## config.mk

```make
export PLATFORM = sky130hd
export DESIGN_NAME = pcw_window_regs
export DESIGN_NICKNAME = d
export VERILOG_FILES = /design/src/hdl/pcw_pkg.sv /design/src/hdl/pcw_cfg_if.sv /design/src/hdl/pcw_io_decode.sv /design/src/hdl/pcw_window_regs.sv
export SDC_FILE = /design/constraint.sdc
export NUM_CORES = 1
export LEC_CHECK = 0
export BUFFER_PORTS_ARGS = -buffer_cell sky130_fd_sc_hd__buf_2
export CAP_MARGIN = 10
export CORE_UTILIZATION = 34
export CTS_CLUSTER_DIAMETER = 120
export DETAILED_ROUTE_END_ITERATION = 8
export HOLD_SLACK_MARGIN = 0.12
export PLACE_DENSITY = 0.55
export SYNTH_ARGS = -nofsm -noshare
export SYNTH_HDL_FRONTEND = slang
export SYNTH_SLANG_ARGS = --single-unit
```

## constraint.sdc

```tcl
create_clock -name clk_sys -period 3.21 [get_ports clk_sys]
set_input_delay 0.321 -clock clk_sys [delete_from_list [all_inputs] [get_ports clk_sys]]
set_output_delay 0.321 -clock clk_sys [all_outputs]
set_load 0.01 [all_outputs]
```

## src/hdl/pcw_pkg.sv

```systemverilog
// Contract
// - A host cycle to a window whose enable bit is 0 is never claimed.
// - After reset every window is disabled; the enable register reads zero.
// - Enable bit 7 opens I/O window 1, bit 6 opens I/O window 0.
// - Enable bits 4 to 0 open memory windows 4 to 0.
// - Enable bit 5 is reserved, reads 0, writes ignored.
// - Extend bits 7 and 3 add one wait state to 16-bit I/O cycles only.
// - Fast bits 6 and 2 shorten 8-bit I/O cycles only.
// - Width-from-card bits 5 and 1 let the card width pin choose width.
// - Wide bits 4 and 0 pick 8 or 16 bits unless width-from-card is set.
// - Start low byte registers hold start address bits 7 to 0, reset zero.
// - Registers sit at base 800h plus index; second socket shifted by 40h.
// - The I/O control register resets to 00h.
// - Start high bytes hold address bits 15 to 8 at 09h and 0Dh.
// - End addresses are low/high bytes at 0Ah/0Bh and 0Eh/0Fh.
`default_nettype none
package pcw_pkg;
    localparam logic [11:0] SOCK_BASE      = 12'h800;
    localparam logic [11:0] SOCK_STRIDE    = 12'h040;
    localparam logic [5:0]  IDX_WIN_EN     = 6'h06;
    localparam logic [5:0]  IDX_IO_CTRL    = 6'h07;
    localparam logic [5:0]  IDX_IO0_ST_LO  = 6'h08;
    localparam logic [5:0]  IDX_IO0_ST_HI  = 6'h09;
    localparam logic [5:0]  IDX_IO0_END_LO = 6'h0A;
    localparam logic [5:0]  IDX_IO0_END_HI = 6'h0B;
    localparam logic [5:0]  IDX_IO1_ST_LO  = 6'h0C;
    localparam logic [5:0]  IDX_IO1_ST_HI  = 6'h0D;
    localparam logic [5:0]  IDX_IO1_END_LO = 6'h0E;
    localparam logic [5:0]  IDX_IO1_END_HI = 6'h0F;
    localparam logic [7:0]  REG_RESET      = 8'h00;
    localparam logic [7:0]  WIN_EN_WMASK   = 8'hDF;
    localparam int          BIT_IO1_EN     = 7;
    localparam int          BIT_IO0_EN     = 6;
    localparam int          BIT_RESERVED_BIT5       = 5;
    localparam int          MEM_WINS       = 5;
    localparam int          BIT_IO1_EXT    = 7;
    localparam int          BIT_IO1_FAST   = 6;
    localparam int          BIT_IO1_CARD   = 5;
    localparam int          BIT_IO1_WIDE   = 4;
    localparam int          BIT_IO0_EXT    = 3;
    localparam int          BIT_IO0_FAST   = 2;
    localparam int          BIT_IO0_CARD   = 1;
    localparam int          BIT_IO0_WIDE   = 0;

    typedef enum logic [1:0] {
        CYC_STD,
        CYC_EXT16,
        CYC_FAST8
    } pcw_cyc_t;
endpackage : pcw_pkg
`default_nettype wire

```

## src/hdl/pcw_cfg_if.sv

```systemverilog
`timescale 1ns/1ps
`default_nettype none
interface pcw_cfg_if;
    logic [7:0]       winEnable;
    logic [7:0]       ioCtrl;
    logic [15:0]      ioStart0;
    logic [15:0]      ioEnd0;
    logic [15:0]      ioStart1;
    logic [15:0]      ioEnd1;
    logic [15:0]      ioAddr;
    logic             cardWide;
    logic             hit;
    logic             winOne;
    logic             wide;
    pcw_pkg::pcw_cyc_t cycle;

    modport regs (output winEnable, ioCtrl, ioStart0, ioEnd0, ioStart1, ioEnd1, ioAddr, cardWide,
                  input hit, winOne, wide, cycle);
    modport dec  (input winEnable, ioCtrl, ioStart0, ioEnd0, ioStart1, ioEnd1, ioAddr, cardWide,
                  output hit, winOne, wide, cycle);
endinterface : pcw_cfg_if
`default_nettype wire

```

## src/hdl/pcw_io_decode.sv

```systemverilog
`timescale 1ns/1ps
`default_nettype none
module pcw_io_decode (
    // Configuration and result
    pcw_cfg_if.dec cfg
);
    function automatic logic inRange(input logic [15:0] a, input logic [15:0] lo, input logic [15:0] hi);
        inRange = (a >= lo) && (a <= hi);
    endfunction : inRange

    logic hit0;
    logic hit1;
    logic useOne;
    logic wideSel;
    logic extSel;
    logic fastSel;

    // Window 0 wins when both windows overlap, so the outcome stays predictable.
    always_comb begin
        hit0    = cfg.winEnable[pcw_pkg::BIT_IO0_EN] && inRange(cfg.ioAddr, cfg.ioStart0, cfg.ioEnd0);
        hit1    = cfg.winEnable[pcw_pkg::BIT_IO1_EN] && inRange(cfg.ioAddr, cfg.ioStart1, cfg.ioEnd1);
        useOne  = hit1 && !hit0;
        if (useOne) begin
            wideSel = cfg.ioCtrl[pcw_pkg::BIT_IO1_CARD] ? cfg.cardWide : cfg.ioCtrl[pcw_pkg::BIT_IO1_WIDE];
            extSel  = cfg.ioCtrl[pcw_pkg::BIT_IO1_EXT];
            fastSel = cfg.ioCtrl[pcw_pkg::BIT_IO1_FAST];
        end else begin
            wideSel = cfg.ioCtrl[pcw_pkg::BIT_IO0_CARD] ? cfg.cardWide : cfg.ioCtrl[pcw_pkg::BIT_IO0_WIDE];
            extSel  = cfg.ioCtrl[pcw_pkg::BIT_IO0_EXT];
            fastSel = cfg.ioCtrl[pcw_pkg::BIT_IO0_FAST];
        end
        cfg.hit    = hit0 || hit1;
        cfg.winOne = useOne;
        cfg.wide   = wideSel;
        if (wideSel) begin
            cfg.cycle = extSel ? pcw_pkg::CYC_EXT16 : pcw_pkg::CYC_STD;
        end else begin
            cfg.cycle = fastSel ? pcw_pkg::CYC_FAST8 : pcw_pkg::CYC_STD;
        end
    end
endmodule : pcw_io_decode
`default_nettype wire

```

## src/hdl/pcw_window_regs.sv

```systemverilog
`timescale 1ns/1ps
`default_nettype none
module pcw_window_regs #(
    parameter bit SOCKET = 1'b0
) (
    // Clock and reset
    input  wire logic              clk_sys,
    input  wire logic              rst,
    // Register access
    input  wire logic [11:0]       regAddr,
    input  wire logic              regWrite,
    input  wire logic              regRead,
    input  wire logic [7:0]        regWdata,
    output logic      [7:0]        regRdata,
    output logic                   regRdValid,
    // Memory cycles
    input  wire logic              memReq,
    input  wire logic [4:0]        memWinMatch,
    output logic                   memClaim,
    // I/O cycles
    input  wire logic              ioReq,
    input  wire logic [15:0]       ioAddr,
    input  wire logic              cardIois16,
    output logic                   ioClaim,
    output logic                   ioWinOne,
    output logic                   ioWide,
    output pcw_pkg::pcw_cyc_t      ioCycle
);
    localparam logic [11:0] SOCK_ADDR = pcw_pkg::SOCK_BASE + (SOCKET ? pcw_pkg::SOCK_STRIDE : 12'h000);

    logic [7:0]  winEn_reg;
    logic [7:0]  ioCtrl_reg;
    logic [7:0]  stLo_reg  [2];
    logic [7:0]  stHi_reg  [2];
    logic [7:0]  endLo_reg [2];
    logic [7:0]  endHi_reg [2];
    logic [7:0]  regRdata_next;
    logic        sockHit;
    logic [5:0]  idx;
    logic        iois16Meta_reg;
    logic        iois16Sync_reg;
    logic        memClaim_reg;
    logic        ioClaim_reg;
    logic        ioWinOne_reg;
    logic        ioWide_reg;
    pcw_pkg::pcw_cyc_t ioCycle_reg;
    logic        regRdValid_reg;
    logic [7:0]  regRdata_reg;

    pcw_cfg_if cfg ();

    assign sockHit = (regAddr[11:6] == SOCK_ADDR[11:6]);
    assign idx     = regAddr[5:0];

    always_ff @(posedge clk_sys) begin
        if (rst) begin
            winEn_reg <= pcw_pkg::REG_RESET;
        end else if (regWrite && sockHit && idx == pcw_pkg::IDX_WIN_EN) begin
            winEn_reg <= regWdata & pcw_pkg::WIN_EN_WMASK;
        end
    end

    always_ff @(posedge clk_sys) begin
        if (rst) begin
            ioCtrl_reg <= pcw_pkg::REG_RESET;
        end else if (regWrite && sockHit && idx == pcw_pkg::IDX_IO_CTRL) begin
            ioCtrl_reg <= regWdata;
        end
    end

    // Both I/O windows share one layout, four indexes apart.
    always_ff @(posedge clk_sys) begin
        if (rst) begin
            for (int w = 0; w < 2; w++) begin
                stLo_reg[w]  <= pcw_pkg::REG_RESET;
                stHi_reg[w]  <= pcw_pkg::REG_RESET;
                endLo_reg[w] <= pcw_pkg::REG_RESET;
                endHi_reg[w] <= pcw_pkg::REG_RESET;
            end
        end else if (regWrite && sockHit) begin
            unique case (idx)
                pcw_pkg::IDX_IO0_ST_LO:  stLo_reg[0]  <= regWdata;
                pcw_pkg::IDX_IO0_ST_HI:  stHi_reg[0]  <= regWdata;
                pcw_pkg::IDX_IO0_END_LO: endLo_reg[0] <= regWdata;
                pcw_pkg::IDX_IO0_END_HI: endHi_reg[0] <= regWdata;
                pcw_pkg::IDX_IO1_ST_LO:  stLo_reg[1]  <= regWdata;
                pcw_pkg::IDX_IO1_ST_HI:  stHi_reg[1]  <= regWdata;
                pcw_pkg::IDX_IO1_END_LO: endLo_reg[1] <= regWdata;
                pcw_pkg::IDX_IO1_END_HI: endHi_reg[1] <= regWdata;
                default: ;
            endcase
        end
    end

    // Unmapped indexes read as zero so software probing sees a quiet socket.
    always_comb begin
        regRdata_next = 8'h00;
        unique case (idx)
            pcw_pkg::IDX_WIN_EN:     regRdata_next = winEn_reg & pcw_pkg::WIN_EN_WMASK;
            pcw_pkg::IDX_IO_CTRL:    regRdata_next = ioCtrl_reg;
            pcw_pkg::IDX_IO0_ST_LO:  regRdata_next = stLo_reg[0];
            pcw_pkg::IDX_IO0_ST_HI:  regRdata_next = stHi_reg[0];
            pcw_pkg::IDX_IO0_END_LO: regRdata_next = endLo_reg[0];
            pcw_pkg::IDX_IO0_END_HI: regRdata_next = endHi_reg[0];
            pcw_pkg::IDX_IO1_ST_LO:  regRdata_next = stLo_reg[1];
            pcw_pkg::IDX_IO1_ST_HI:  regRdata_next = stHi_reg[1];
            pcw_pkg::IDX_IO1_END_LO: regRdata_next = endLo_reg[1];
            pcw_pkg::IDX_IO1_END_HI: regRdata_next = endHi_reg[1];
            default:                 regRdata_next = 8'h00;
        endcase
    end

    always_ff @(posedge clk_sys) begin
        if (rst) begin
            regRdValid_reg <= 1'b0;
            regRdata_reg   <= pcw_pkg::REG_RESET;
        end else begin
            regRdValid_reg <= regRead && sockHit;
            regRdata_reg   <= (regRead && sockHit) ? regRdata_next : pcw_pkg::REG_RESET;
        end
    end

    // The card width pin is asynchronous to the host clock.
    always_ff @(posedge clk_sys) begin
        if (rst) begin
            iois16Meta_reg <= 1'b0;
            iois16Sync_reg <= 1'b0;
        end else begin
            iois16Meta_reg <= cardIois16;
            iois16Sync_reg <= iois16Meta_reg;
        end
    end

    assign cfg.winEnable = winEn_reg;
    assign cfg.ioCtrl    = ioCtrl_reg;
    assign cfg.ioStart0  = {stHi_reg[0], stLo_reg[0]};
    assign cfg.ioEnd0    = {endHi_reg[0], endLo_reg[0]};
    assign cfg.ioStart1  = {stHi_reg[1], stLo_reg[1]};
    assign cfg.ioEnd1    = {endHi_reg[1], endLo_reg[1]};
    assign cfg.ioAddr    = ioAddr;
    assign cfg.cardWide  = iois16Sync_reg;

    pcw_io_decode u_decode (
        .cfg (cfg.dec)
    );

    always_ff @(posedge clk_sys) begin
        if (rst) begin
            memClaim_reg <= 1'b0;
        end else begin
            memClaim_reg <= memReq && |(memWinMatch & winEn_reg[pcw_pkg::MEM_WINS-1:0]);
        end
    end

    always_ff @(posedge clk_sys) begin
        if (rst) begin
            ioClaim_reg  <= 1'b0;
            ioWinOne_reg <= 1'b0;
            ioWide_reg   <= 1'b0;
            ioCycle_reg  <= pcw_pkg::CYC_STD;
        end else begin
            ioClaim_reg  <= ioReq && cfg.hit;
            ioWinOne_reg <= cfg.winOne;
            ioWide_reg   <= cfg.wide;
            ioCycle_reg  <= cfg.cycle;
        end
    end

    assign regRdata   = regRdata_reg;
    assign regRdValid = regRdValid_reg;
    assign memClaim   = memClaim_reg;
    assign ioClaim    = ioClaim_reg;
    assign ioWinOne   = ioWinOne_reg;
    assign ioWide     = ioWide_reg;
    assign ioCycle    = ioCycle_reg;
endmodule : pcw_window_regs
`default_nettype wire

```

==> reports/qor.csv, run 1 <==
metric,value,unit
status,finished clean,
Post-Syn Instances,498,
actual slew at the worst max-slew pin,0.8576,ns
Setup TNS,0,ns
share of layout cells above drive strength 1,0.2139,
worst-path fanout max,4,
DRC,0,
vias in the first global route,4064,
most frequent cells in the layout,"64 x ha_1, 64 x edfxtp_1, 63 x inv_1",
via count,4026,
Post-Synthesis Cell Area,5595,sq um
core area,16000,sq um
Mapped Nets,610,
Antenna diodes,0,
first-pass GRT wire length,23.05,mm
unrepaired setup endpoints after global routing,false,
R2R Setup Slk,0.67,ns
Initial Util,0.3497,
R2R cell count,9,
"Distinct cells, synth",49,
FILL cells,1606,
per-cell routed wire length,19.08,um
chip height,130.3,um
"EDFF count, synth",64,
row cnt,46,
Resized cells post-CTS,0,
Nets,682,
critical setup path kind,flop to flop,
I/O pin total,63,
Slew HR,0.4283,
antenna-violating nets left,0,
Iteration-0 DRC Markers,323,
Worst Path Required,3.44,ns
Max Clk Rate,393.6,MHz
Worst setup EP type,flop,
clock tree from TritonCTS,built,
fin cells,791,
hold path depth,2,
pre-CTS WS,0.6093,ns
CTS Hold Buffers Added,0,
max cap viols,0,
GPL Wtd Cong,0.9486,
synthesis-stage register bit count,96,
TritonRoute pass-1 iters,4,
PD cells,424.3,nW/um^2
launching point of the worst reg2reg path,endLo_reg[0][9]$_DFFE_PP_,
port buffer count,62,
static leakage,2.831,nW
area of the die,16970,sq um
Num CTS Buffers,9,
"Avg Cell Area, Syn",11.24,sq um
WL final,15.09,mm
crit path DAT,2.77,ns
Die X,130.3,um
Overflow after GRT,0,
Hold WC Path Type,primary input to flop,
Clock Skews,0.006254,ns
Post-synth ARST share,0,
crit share post-route,0.7915,
Placed Cells,775,
Min-Delay Endpoint,iois16Meta_reg$_SDFF_PP0_,
Final Setup Violations,0,
Skew-Pair Late Insertion Delay,0.34,ns
Tmin final,2.541,ns
Slew Limit Fails,0,
mean number of vias per cell,5.090,
setup bufs post-CTS,0,
total power,2.753,mW
Post-synth top flop,edfxtp_1,
Ys Warns,0,
startpoint types,flop,
largest net degree at the start of global routing,34,
P&R area growth vs syn,15.94,%
Max clock buf depth,2,
clock-pin transition on the worst setup and hold timing paths,0.07,ns
Max H-tree Level,3,
final hold viol count,0,
final worst slack,0.6692,ns
FF-to-FF End,ioWide$_SDFF_PP0_,
initial antenna violation count,0,
post-synthesis sequential area ratio,0.4580,
CTS sink count,96,
Root Buffer,clkbuf_16,
GRT Overall Usage,0.1903,
DP HPWL,12.38,mm
start point of the worst hold path,cardIois16,
final core utilization,0.4055,
VDD IR max,0.2321,mV
[critical path, cell delays in order (launching register included)]
cell,delay (ns)
edfxtp_1,0.36
inv_1,0.05
ha_1,0.29
nor2b_1,0.16
o211ai_2,0.11
a2111oi_1,0.50
a211oi_1,0.15
o221ai_2,0.26
nand2b_4,0.23
mux2_4,0.30
[report_power, final]
group          switching (mW)  leakage, nW  internal (mW)  total [mW]
Combinational           0.202         1.83          0.147       0.349
Sequential             0.0315        0.865           1.36        1.39
Clock                   0.474        0.141          0.540        1.01
Total                   0.707         2.83           2.05        2.75
[cell type report]
type	count	area [sq um]	area share
Tap cell	216	270.3	0.04166
Sequential cell	96	2562	0.3950
Inverter	63	236.5	0.03645
Timing Repair Buffer	73	392.9	0.06056
Multi-Input combinational cell	327	2741	0.4226
Clock buffer	9	225.2	0.03472
Clock inverter	7	58.81	0.009065
[Yosys cell counts (all sizes together) (2+ instances only)]
cell type,n,area (sq um)
nand3,9,45.04
nand2b,5,38.78
buf,6,32.53
nand3b,4,30.03
a21oi,28,140.1
ha,64,800.8
a211oi,8,60.06
mux2,8,93.84
mux2i,20,200.2
a22oi,10,75.07
clkbuf,6,22.52
nor2,37,141.4
o21bai,8,60.06
a2111oi,2,25.02
a21o,5,37.54
mux4,14,315.3
dfxtp,32,640.6
nand2,23,86.33
o211ai,4,40.03
nor4,3,33.78
o21ai,9,45.04
and2,33,206.5
nand4,12,102.6
and3,2,12.51
nor2b,7,46.30
inv,63,236.5
edfxtp,64,1922
o31ai,2,20.02
[kinds of logic after synthesis]
| group | share of synthesized area |
|---|---|
| AOI/OAI and AO/OA | 0.1031 |
| adders and majority gates | 0.1431 |
| buffers and inverters | 0.05210 |
| DFF | 0.4580 |
| muxes | 0.1089 |
| and+or+nand+nor | 0.1348 |
[through the flow]
step | instance area (sq um) | hold slack (ns)
3_5_place_dp | 6203 | 0.4332
3_3_place_gp | 6203 | 0.4295
2_1_floorplan | 5595 | 0.4138
4_1_cts | 6487 | 0.1878
6_report | 6487 | 0.1927
5_1_grt | 6487 | 0.2150
[layer usage]
layer | track usage | part of all wire
met1 | 0.2516 | 0.45
met2 | 0.3154 | 0.47
met3 | 0.03157 | 0.059
met4 | 0.06430 | 0.017
met5 | 0 | 0
[worst max path at each step]
| stage | from | endpoint |
|---|---|---|
| after floorplan | endLo_reg[0][9]$_DFFE_PP_ | ioWide$_SDFF_PP0_ |
| after global placement | ioAddr[1] | ioWide$_SDFF_PP0_ |
| after detailed placement | ioAddr[1] | ioWide$_SDFF_PP0_ |
| after CTS | endLo_reg[0][9]$_DFFE_PP_ | ioWide$_SDFF_PP0_ |
| after global routing | endLo_reg[0][9]$_DFFE_PP_ | ioWide$_SDFF_PP0_ |
| final | endLo_reg[0][9]$_DFFE_PP_ | ioWide$_SDFF_PP0_ |
Power figures use the tool's default switching activity.
==> inputs of run 2 (changes only) <==
--- a/config.mk
+++ b/config.mk
@@ -5,13 +5,14 @@
 export SDC_FILE = /design/constraint.sdc
 export NUM_CORES = 1
 export LEC_CHECK = 0
+export ABC_AREA = 1
 export BUFFER_PORTS_ARGS = -buffer_cell sky130_fd_sc_hd__buf_2
 export CAP_MARGIN = 10
 export CORE_UTILIZATION = 34
 export CTS_CLUSTER_DIAMETER = 120
 export DETAILED_ROUTE_END_ITERATION = 8
 export HOLD_SLACK_MARGIN = 0.12
-export PLACE_DENSITY = 0.55
+export PLACE_DENSITY = 0.57
 export SYNTH_ARGS = -nofsm -noshare
 export SYNTH_HDL_FRONTEND = slang
 export SYNTH_SLANG_ARGS = --single-unit
==> constraint.sdc (replaced) <==
create_clock -name clk_sys -period 2.07 [get_ports clk_sys]
set_input_delay 0.207 -clock clk_sys [delete_from_list [all_inputs] [get_ports clk_sys]]
set_output_delay 0.207 -clock clk_sys [all_outputs]
set_load 0.01 [all_outputs]
==> run 2 against run 1 <==
Against the previous run:
- global-route usage up 2.1 points
- setup slack got worse by 0.56 ns
- clock skew increased by 0.0021 ns
- register-to-register slack lost 0.56 ns
- sequential power increased by 54%
- first-iteration DRC count rose by 40%
- critical path type unchanged
==> reports/qor.csv, run 2 <==
metric,value,unit,change
crit share post-route,0.9456,,was 0.7915
post-synth top area share,0.3474,,was 0.3435
Iteration-0 DRC Markers,452,,was 323
mean number of vias per cell,4.932,,was 5.090
worst-path fanout max,6,,was 4
WL final,17.20,mm,was 15.09 mm
"Avg Cell Area, Syn",8.632,sq um,was 11.24 sq um
synth cell count leaders,"127 x inv_1, 108 x nand2_1, 69 x nor2_1",,"was 64 x edfxtp_1, 64 x ha_1, 63 x inv_1"
hold slack,0.2183,ns,was 0.1927 ns
Initial Util,0.3483,,was 0.3497
Tmin final,1.957,ns,was 2.541 ns
start point of the worst hold path,regWdata[5],,was cardIois16
Die X,129.6,um,was 130.3 um
GPL Wtd Cong,0.9459,,was 0.9486
row cnt,46,,unchanged
Post-synth top flop,edfxtp_1,,unchanged
"Distinct cells, synth",29,,was 49
Worst setup EP type,flop,,unchanged
initial antenna violation count,0,,unchanged
crit path DAT,2.21,ns,was 2.77 ns
synthesis-stage register bit count,96,,unchanged
static leakage,3.240,nW,was 2.831 nW
post-synthesis sequential area ratio,0.4631,,was 0.4580
status,finished clean,,unchanged
largest net degree at the start of global routing,20,,was 34
TritonRoute pass-1 iters,5,,was 4
Slew HR,0.6831,,was 0.4283
clock-pin transition on the worst setup and hold timing paths,0.06,ns,was 0.07 ns
actual slew at the worst max-slew pin,0.4748,ns,was 0.8576 ns
area of the die,16790,sq um,was 16970 sq um
DRC,0,,unchanged
final hold viol count,0,,unchanged
core area,15890,sq um,was 16000 sq um
Worst Path Required,2.32,ns,was 3.44 ns
Post-Synthesis Cell Area,5533,sq um,was 5595 sq um
vias in the first global route,4335,,was 4064
share of layout cells above drive strength 1,0.1926,,was 0.2139
Nets,860,,was 682
max cap viols,0,,unchanged
Post-Syn Instances,641,,was 498
critical setup path kind,flop to flop,,unchanged
dominant cells by area after synthesis,"edfxtp_1 35%, ha_1 14%, dfxtp_1 12%, inv_1 8.6%, nand2_1 7.3%",,"was edfxtp_1 34%, ha_1 14%, dfxtp_1 11%, mux4_2 5.6%, inv_1 4.2%"
via count,4779,,was 4026
Clock Skews,0.008392,ns,was 0.006254 ns
Hold WC Path Type,primary input to flop,,unchanged
I/O pin total,63,,unchanged
Ys Warns,0,,unchanged
chip height,129.6,um,was 130.3 um
Max H-tree Level,3,,unchanged
VDD IR max,0.4265,mV,was 0.2321 mV
most frequent cells in the layout,"117 x inv_1, 105 x nand2_1, 66 x nor2_1",,"was 64 x ha_1, 64 x edfxtp_1, 63 x inv_1"
"EDFF count, synth",64,,unchanged
launching point of the worst reg2reg path,stLo_reg[0][12]$_DFFE_PP_,,was endLo_reg[0][9]$_DFFE_PP_
most frequent cell after synthesis,inv_1,,
startpoint types,flop,,unchanged
clock tree from TritonCTS,built,,unchanged
per-cell routed wire length,17.75,um,was 19.08 um
post-synth top area cell,edfxtp_1,,unchanged
Max clock buf depth,2,,unchanged
CTS sink count,96,,unchanged
antenna-violating nets left,0,,unchanged
GRT Overall Usage,0.2115,,was 0.1903
crit path from,stLo_reg[0][12]$_DFFE_PP_,,was endLo_reg[0][9]$_DFFE_PP_
Skew-Pair Late Insertion Delay,0.36,ns,was 0.34 ns
DP HPWL,13.70,mm,was 12.38 mm
Final Setup Violations,0,,unchanged
"commonest non-fill, non-tap cell in the layout",inv_1,,
Mapped Nets,753,,was 610
Slew Limit Fails,0,,unchanged
Overflow after GRT,0,,unchanged
Num CTS Buffers,9,,unchanged
first-pass GRT wire length,25.04,mm,was 23.05 mm
PD cells,666.2,nW/um^2,was 424.3 nW/um^2
port buffer count,62,,unchanged
Root Buffer,clkbuf_16,,unchanged
Antenna diodes,0,,unchanged
Max Clk Rate,510.9,MHz,was 393.6 MHz
Post-synth ARST share,0,,unchanged
P&R area growth vs syn,23.20,%,was 15.94%
total power,4.541,mW,was 2.753 mW
run 2: changes by cell type in the layout (fill, tap and decap cells not counted), moves of 8 or more:
cell      previous run  this run
nor2_1              36        66
o21ai_0              9        38
a211oi_1             8         0
mux2i_1             20         0
and2_1              33         1
nand2_1             23       105
buf_4               11        31
mux4_2              14         0
inv_2                0        11
inv_1               63       117
nand3_1              9        21
a21oi_1             28        41
o22ai_1              1        19
run 2: worst max-delay path, cell delays in order, from the launching register on:
cell	delay (ns)
edfxtp_1	0.39
inv_1	0.06
ha_1	0.26
nand2_1	0.06
nor2_2	0.13
and2_1	0.13
nor2_1	0.04
nand2_1	0.09
nand2_1	0.06
nand2_1	0.07
nand2_1	0.08
nor2_4	0.19
nand2_4	0.09
o21ai_0	0.15
nor2_1	0.06
run 2: final timing paths:
check	endpoint	slack (ns)	cells past startpoint
worst min-delay path	cfg.ioCtrl[5]$_SDFFE_PP0P_	0.22	3
worst min register to register	cfg.cardWide$_SDFF_PP0_	0.40	2
worst max register to register	ioCycle[1]$_SDFF_PP0_	0.11	14
worst max-delay path	ioCycle[1]$_SDFF_PP0_	0.11	14
run 2: power by group:
group          internal, mW  switching [mW]  total, mW  leakage, nW
logic                 0.229           0.376      0.604         2.22
registers              2.10          0.0328       2.14        0.865
clock network          1.06           0.742       1.80        0.155
total                  3.39            1.15       4.54         3.24
run 2: cell type report:
| cell class | count | area (sq um) |
|---|---|---|
| Fill cell | 1625 | 9069 |
| Clock inverter | 7 | 93.84 |
| Sequential cell | 96 | 2562 |
| Inverter | 129 | 484.2 |
| Tap cell | 216 | 270.3 |
| Clock buffer | 9 | 225.2 |
| Timing Repair Buffer | 100 | 613.1 |
| Multi-Input combinational cell | 412 | 2567 |
run 2: cells by family after synthesis:
family | Yosys count | synth area share
AND/OR/NAND/NOR | 224 | 0.1730
flip-flops | 96 | 0.4631
adder cells (fa/ha/maj) | 64 | 0.1447
buffers and inverters | 133 | 0.09227
AO/OA/AOI/OAI | 124 | 0.1269
run 2: repair_timing:
action                                  in CTS  in global routing
endpoints found under the setup margin       1                  4
setup buffers                                1                 12
endpoints found under the hold margin        6                  0
hold buffers                                 7                  0
pin swaps                                    0                 20
resized for setup                            0                 29
run 2: routing by layer:
metal	vias to the layer above	GRT usage	wire length, um
met5	-	0	0
met4	0	0.08755	358
met3	22	0.04418	1213
met2	175	0.3130	7618
met1	2213	0.2987	8005
li1	2369	-	-
run 2: through the flow:
| step | instances | cell area [sq um] | setup TNS (ns) | utilization | setup WS (ns) |
|---|---|---|---|---|---|
| floorplan | 641 | 5533 | 0 | - | 0.2522 |
| global placement | 933 | 6222 | 0 | 0.3917 | 0.01479 |
| detailed placement | 933 | 6222 | 0 | 0.3917 | 0.01886 |
| CTS | 957 | 6619 | 0 | 0.4167 | 0.02913 |
| global route | 969 | 6817 | -0.01996 | 0.4291 | -0.01446 |
| finish | 969 | 6817 | 0 | 0.4291 | 0.1126 |
==> inputs of run 3 (changes only) <==
--- a/config.mk
+++ b/config.mk
@@ -13,6 +13,7 @@
 export DETAILED_ROUTE_END_ITERATION = 8
 export HOLD_SLACK_MARGIN = 0.12
 export PLACE_DENSITY = 0.57
+export SETUP_SLACK_MARGIN = 0.4
 export SYNTH_ARGS = -nofsm -noshare
 export SYNTH_HDL_FRONTEND = slang
 export SYNTH_SLANG_ARGS = --single-unit
==> constraint.sdc (replaced) <==
create_clock -name clk_sys -period 2.07 [get_ports clk_sys]
set_input_delay 0.207 -clock clk_sys [delete_from_list [all_inputs] [get_ports clk_sys]]
set_output_delay 0.207 -clock clk_sys [all_outputs]
set_load 0.05 [all_outputs]
==> run 3 against run 2 <==
Against the previous run:
- clock skew hardly changed
- count of clock-buffer cells in the layout is 1 higher
- flip-flop and latch count stayed put
- sequential share of layout area is 0.75 points lower
- critical path type unchanged
- sequential power hardly changed
- die area stayed put
- largest power group unchanged
==> reports/qor.csv, run 3 (synthesized netlist as in run 2, its figures left out) <==
metric,value,unit,change
status,finished clean,,unchanged
Comb pwr share,0.150,,was 0.133
Setup TNS,0,ns,unchanged
clock tree from TritonCTS,built,,unchanged
Max clock buf depth,2,,unchanged
Worst Path Required,2.38,ns,was 2.32 ns
share of layout cells above drive strength 1,0.2283,,was 0.1926
met3 Track Usage GR,0.03881,,was 0.04418
DP HPWL,13.38,mm,was 13.70 mm
routing usage on met1,0.2901,,was 0.2987
TritonRoute pass-1 iters,7,,was 5
worst-path fanout max,6,,unchanged
NetSw,1.179,mW,was 1.151 mW
Max Clk Rate,523.9,MHz,was 510.9 MHz
Skew-Pair Late Insertion Delay,0.37,ns,was 0.36 ns
Root Buffer,clkbuf_16,,unchanged
critical setup path kind,flop to flop,,unchanged
mean number of vias per cell,4.894,,was 4.932
clock network fraction of total power,0.360,,was 0.396
met2 usage,0.3209,,was 0.3130
unrepaired setup endpoints after global routing,true,,
GRT Overall Usage,0.2088,,was 0.2115
actual slew at the worst max-slew pin,0.5186,ns,was 0.4748 ns
Worst setup EP type,flop,,unchanged
antenna-violating nets left,0,,unchanged
chip height,129.6,um,unchanged
static leakage,3.253,nW,was 3.240 nW
area of the die,16790,sq um,unchanged
P&R area growth vs syn,25.71,%,was 23.20%
Die X,129.6,um,unchanged
Max H-tree Level,3,,unchanged
port buffer count,62,,unchanged
core area,15890,sq um,unchanged
Top Usage Layer GRT,met2,,unchanged
WL final,17.04,mm,was 17.20 mm
I/O pin total,63,,unchanged
first-pass GRT wire length,24.98,mm,was 25.04 mm
Initial Util,0.3483,,unchanged
initial antenna violation count,0,,unchanged
internal power,3.173,mW,was 3.391 mW
Slew Limit Fails,0,,unchanged
max cap viols,0,,unchanged
Tmin final,1.909,ns,was 1.957 ns
VDD IR max,0.4517,mV,was 0.4265 mV
Final Setup Violations,0,,unchanged
startpoint types,flop,,unchanged
GPL Wtd Cong,0.9262,,was 0.9459
final hold viol count,0,,unchanged
Num CTS Buffers,9,,unchanged
Sw Share,0.2708,,was 0.2534
per-cell routed wire length,17.43,um,was 17.75 um
sequential power share,0.490,,was 0.470
Slew HR,0.6539,,was 0.6831
largest net degree at the start of global routing,18,,was 20
crit share post-route,0.9221,,was 0.9456
PD cells,625.6,nW/um^2,was 666.2 nW/um^2
Clock Skews,0.008127,ns,was 0.008392 ns
via count,4786,,was 4779
DRC,0,,unchanged
Nets,869,,was 860
Antenna diodes,0,,unchanged
Hold WC Path Type,primary input to flop,,unchanged
clock-pin transition on the worst setup and hold timing paths,0.07,ns,was 0.06 ns
row cnt,46,,unchanged
"commonest non-fill, non-tap cell in the layout",inv_1,,unchanged
CTS sink count,96,,unchanged
Overflow after GRT,0,,unchanged
Iteration-0 DRC Markers,482,,was 452
most frequent cells in the layout,"117 x inv_1, 96 x nand2_1, 64 x edfxtp_1",,"was 117 x inv_1, 105 x nand2_1, 66 x nor2_1"
final core utilization,0.4379,,was 0.4291
vias in the first global route,4369,,was 4335
crit path DAT,2.22,ns,was 2.21 ns
-- run 3: cell count changes in the layout (fill, tap and decap cells not counted), moves of 3 or more --
cell | before | now
nor2_1 | 66 | 63
buf_4 | 31 | 40
ha_1 | 60 | 54
clkinvlp_4 | 0 | 3
ha_4 | 4 | 10
nand2_2 | 3 | 11
nand2_1 | 105 | 96
-- run 3: area by class of cell --
cell class	instances	area [sq um]
fillers	1618	8930
clock inverters	6	43.79
well taps	216	270.3
flip-flops and latches	96	2562
repair buffers	109	680.7
multi-input cells	412	2685
clock buffers	10	229.0
inverters	129	484.2
-- run 3: power groups by stage --
stage | Combinational [mW] | Clock, mW | Sequential [mW]
final | 0.652 | 1.57 | 2.13
after global placement | 0.542 | 0 | 2.18
after CTS | 0.580 | 1.58 | 2.13
after global routing | 0.734 | 1.65 | 2.14
after detailed placement | 0.546 | 0 | 2.18
after floorplan | 0.313 | 0 | 2.16
-- run 3: metrics by stage --
stage	hold slack, ns	cell area (sq um)	total power [mW]	std cells	setup WS, ns
final	0.2342	6955	4.352	978	0.1612
after global routing	0.2610	6955	4.518	978	0.008559
after CTS	0.2260	6691	4.296	966	0.1221
after detailed placement	0.4004	6252	2.723	937	0.04288
after global placement	0.3976	6252	2.718	937	0.02480
after floorplan	0.2782	5533	2.476	641	0.2549
-- run 3: worst max-delay path, stage by stage (launching register included) --
cell and delay (ns):
edfxtp_1 0.44, ha_4 0.30, nand2_4 0.05, nor2_4 0.08, and2_1 0.12, nor2_1 0.04
nand2_1 0.09, nand2_1 0.07, nand2_2 0.06, nand2_2 0.06, nor2_4 0.20, nand2_4 0.10
buf_4 0.15, nor2_2 0.09
-- run 3: timing repair --
action                                  4_1_cts  5_1_grt
gates resized for setup                      17       33
buffers inserted                              6       12
hold buffers                                  7        0
pin swaps                                    14       16
endpoints found under the hold margin         6        0
endpoints found under the setup margin        5        5
-- run 3: path summary, 6_finish.rpt --
check / from / endpoint / slack (ns) / depth (start not counted)
worst max-delay path: stLo_reg[0][8]$_DFFE_PP_ / ioWinOne$_SDFF_PP0_ / 0.16 / 13
worst min-delay path: rst / regRdValid$_SDFF_PP0_ / 0.23 / 4
worst max register to register: stLo_reg[0][8]$_DFFE_PP_ / ioWinOne$_SDFF_PP0_ / 0.16 / 13
worst min register to register: iois16Meta_reg$_SDFF_PP0_ / cfg.cardWide$_SDFF_PP0_ / 0.41 / 2
-- run 3: metal layers --
metal / wire [um] / part of all wire
met5: 0 / 0
met4: 533 / 0.031
met2: 7664 / 0.45
met3: 1041 / 0.061
met1: 7804 / 0.46
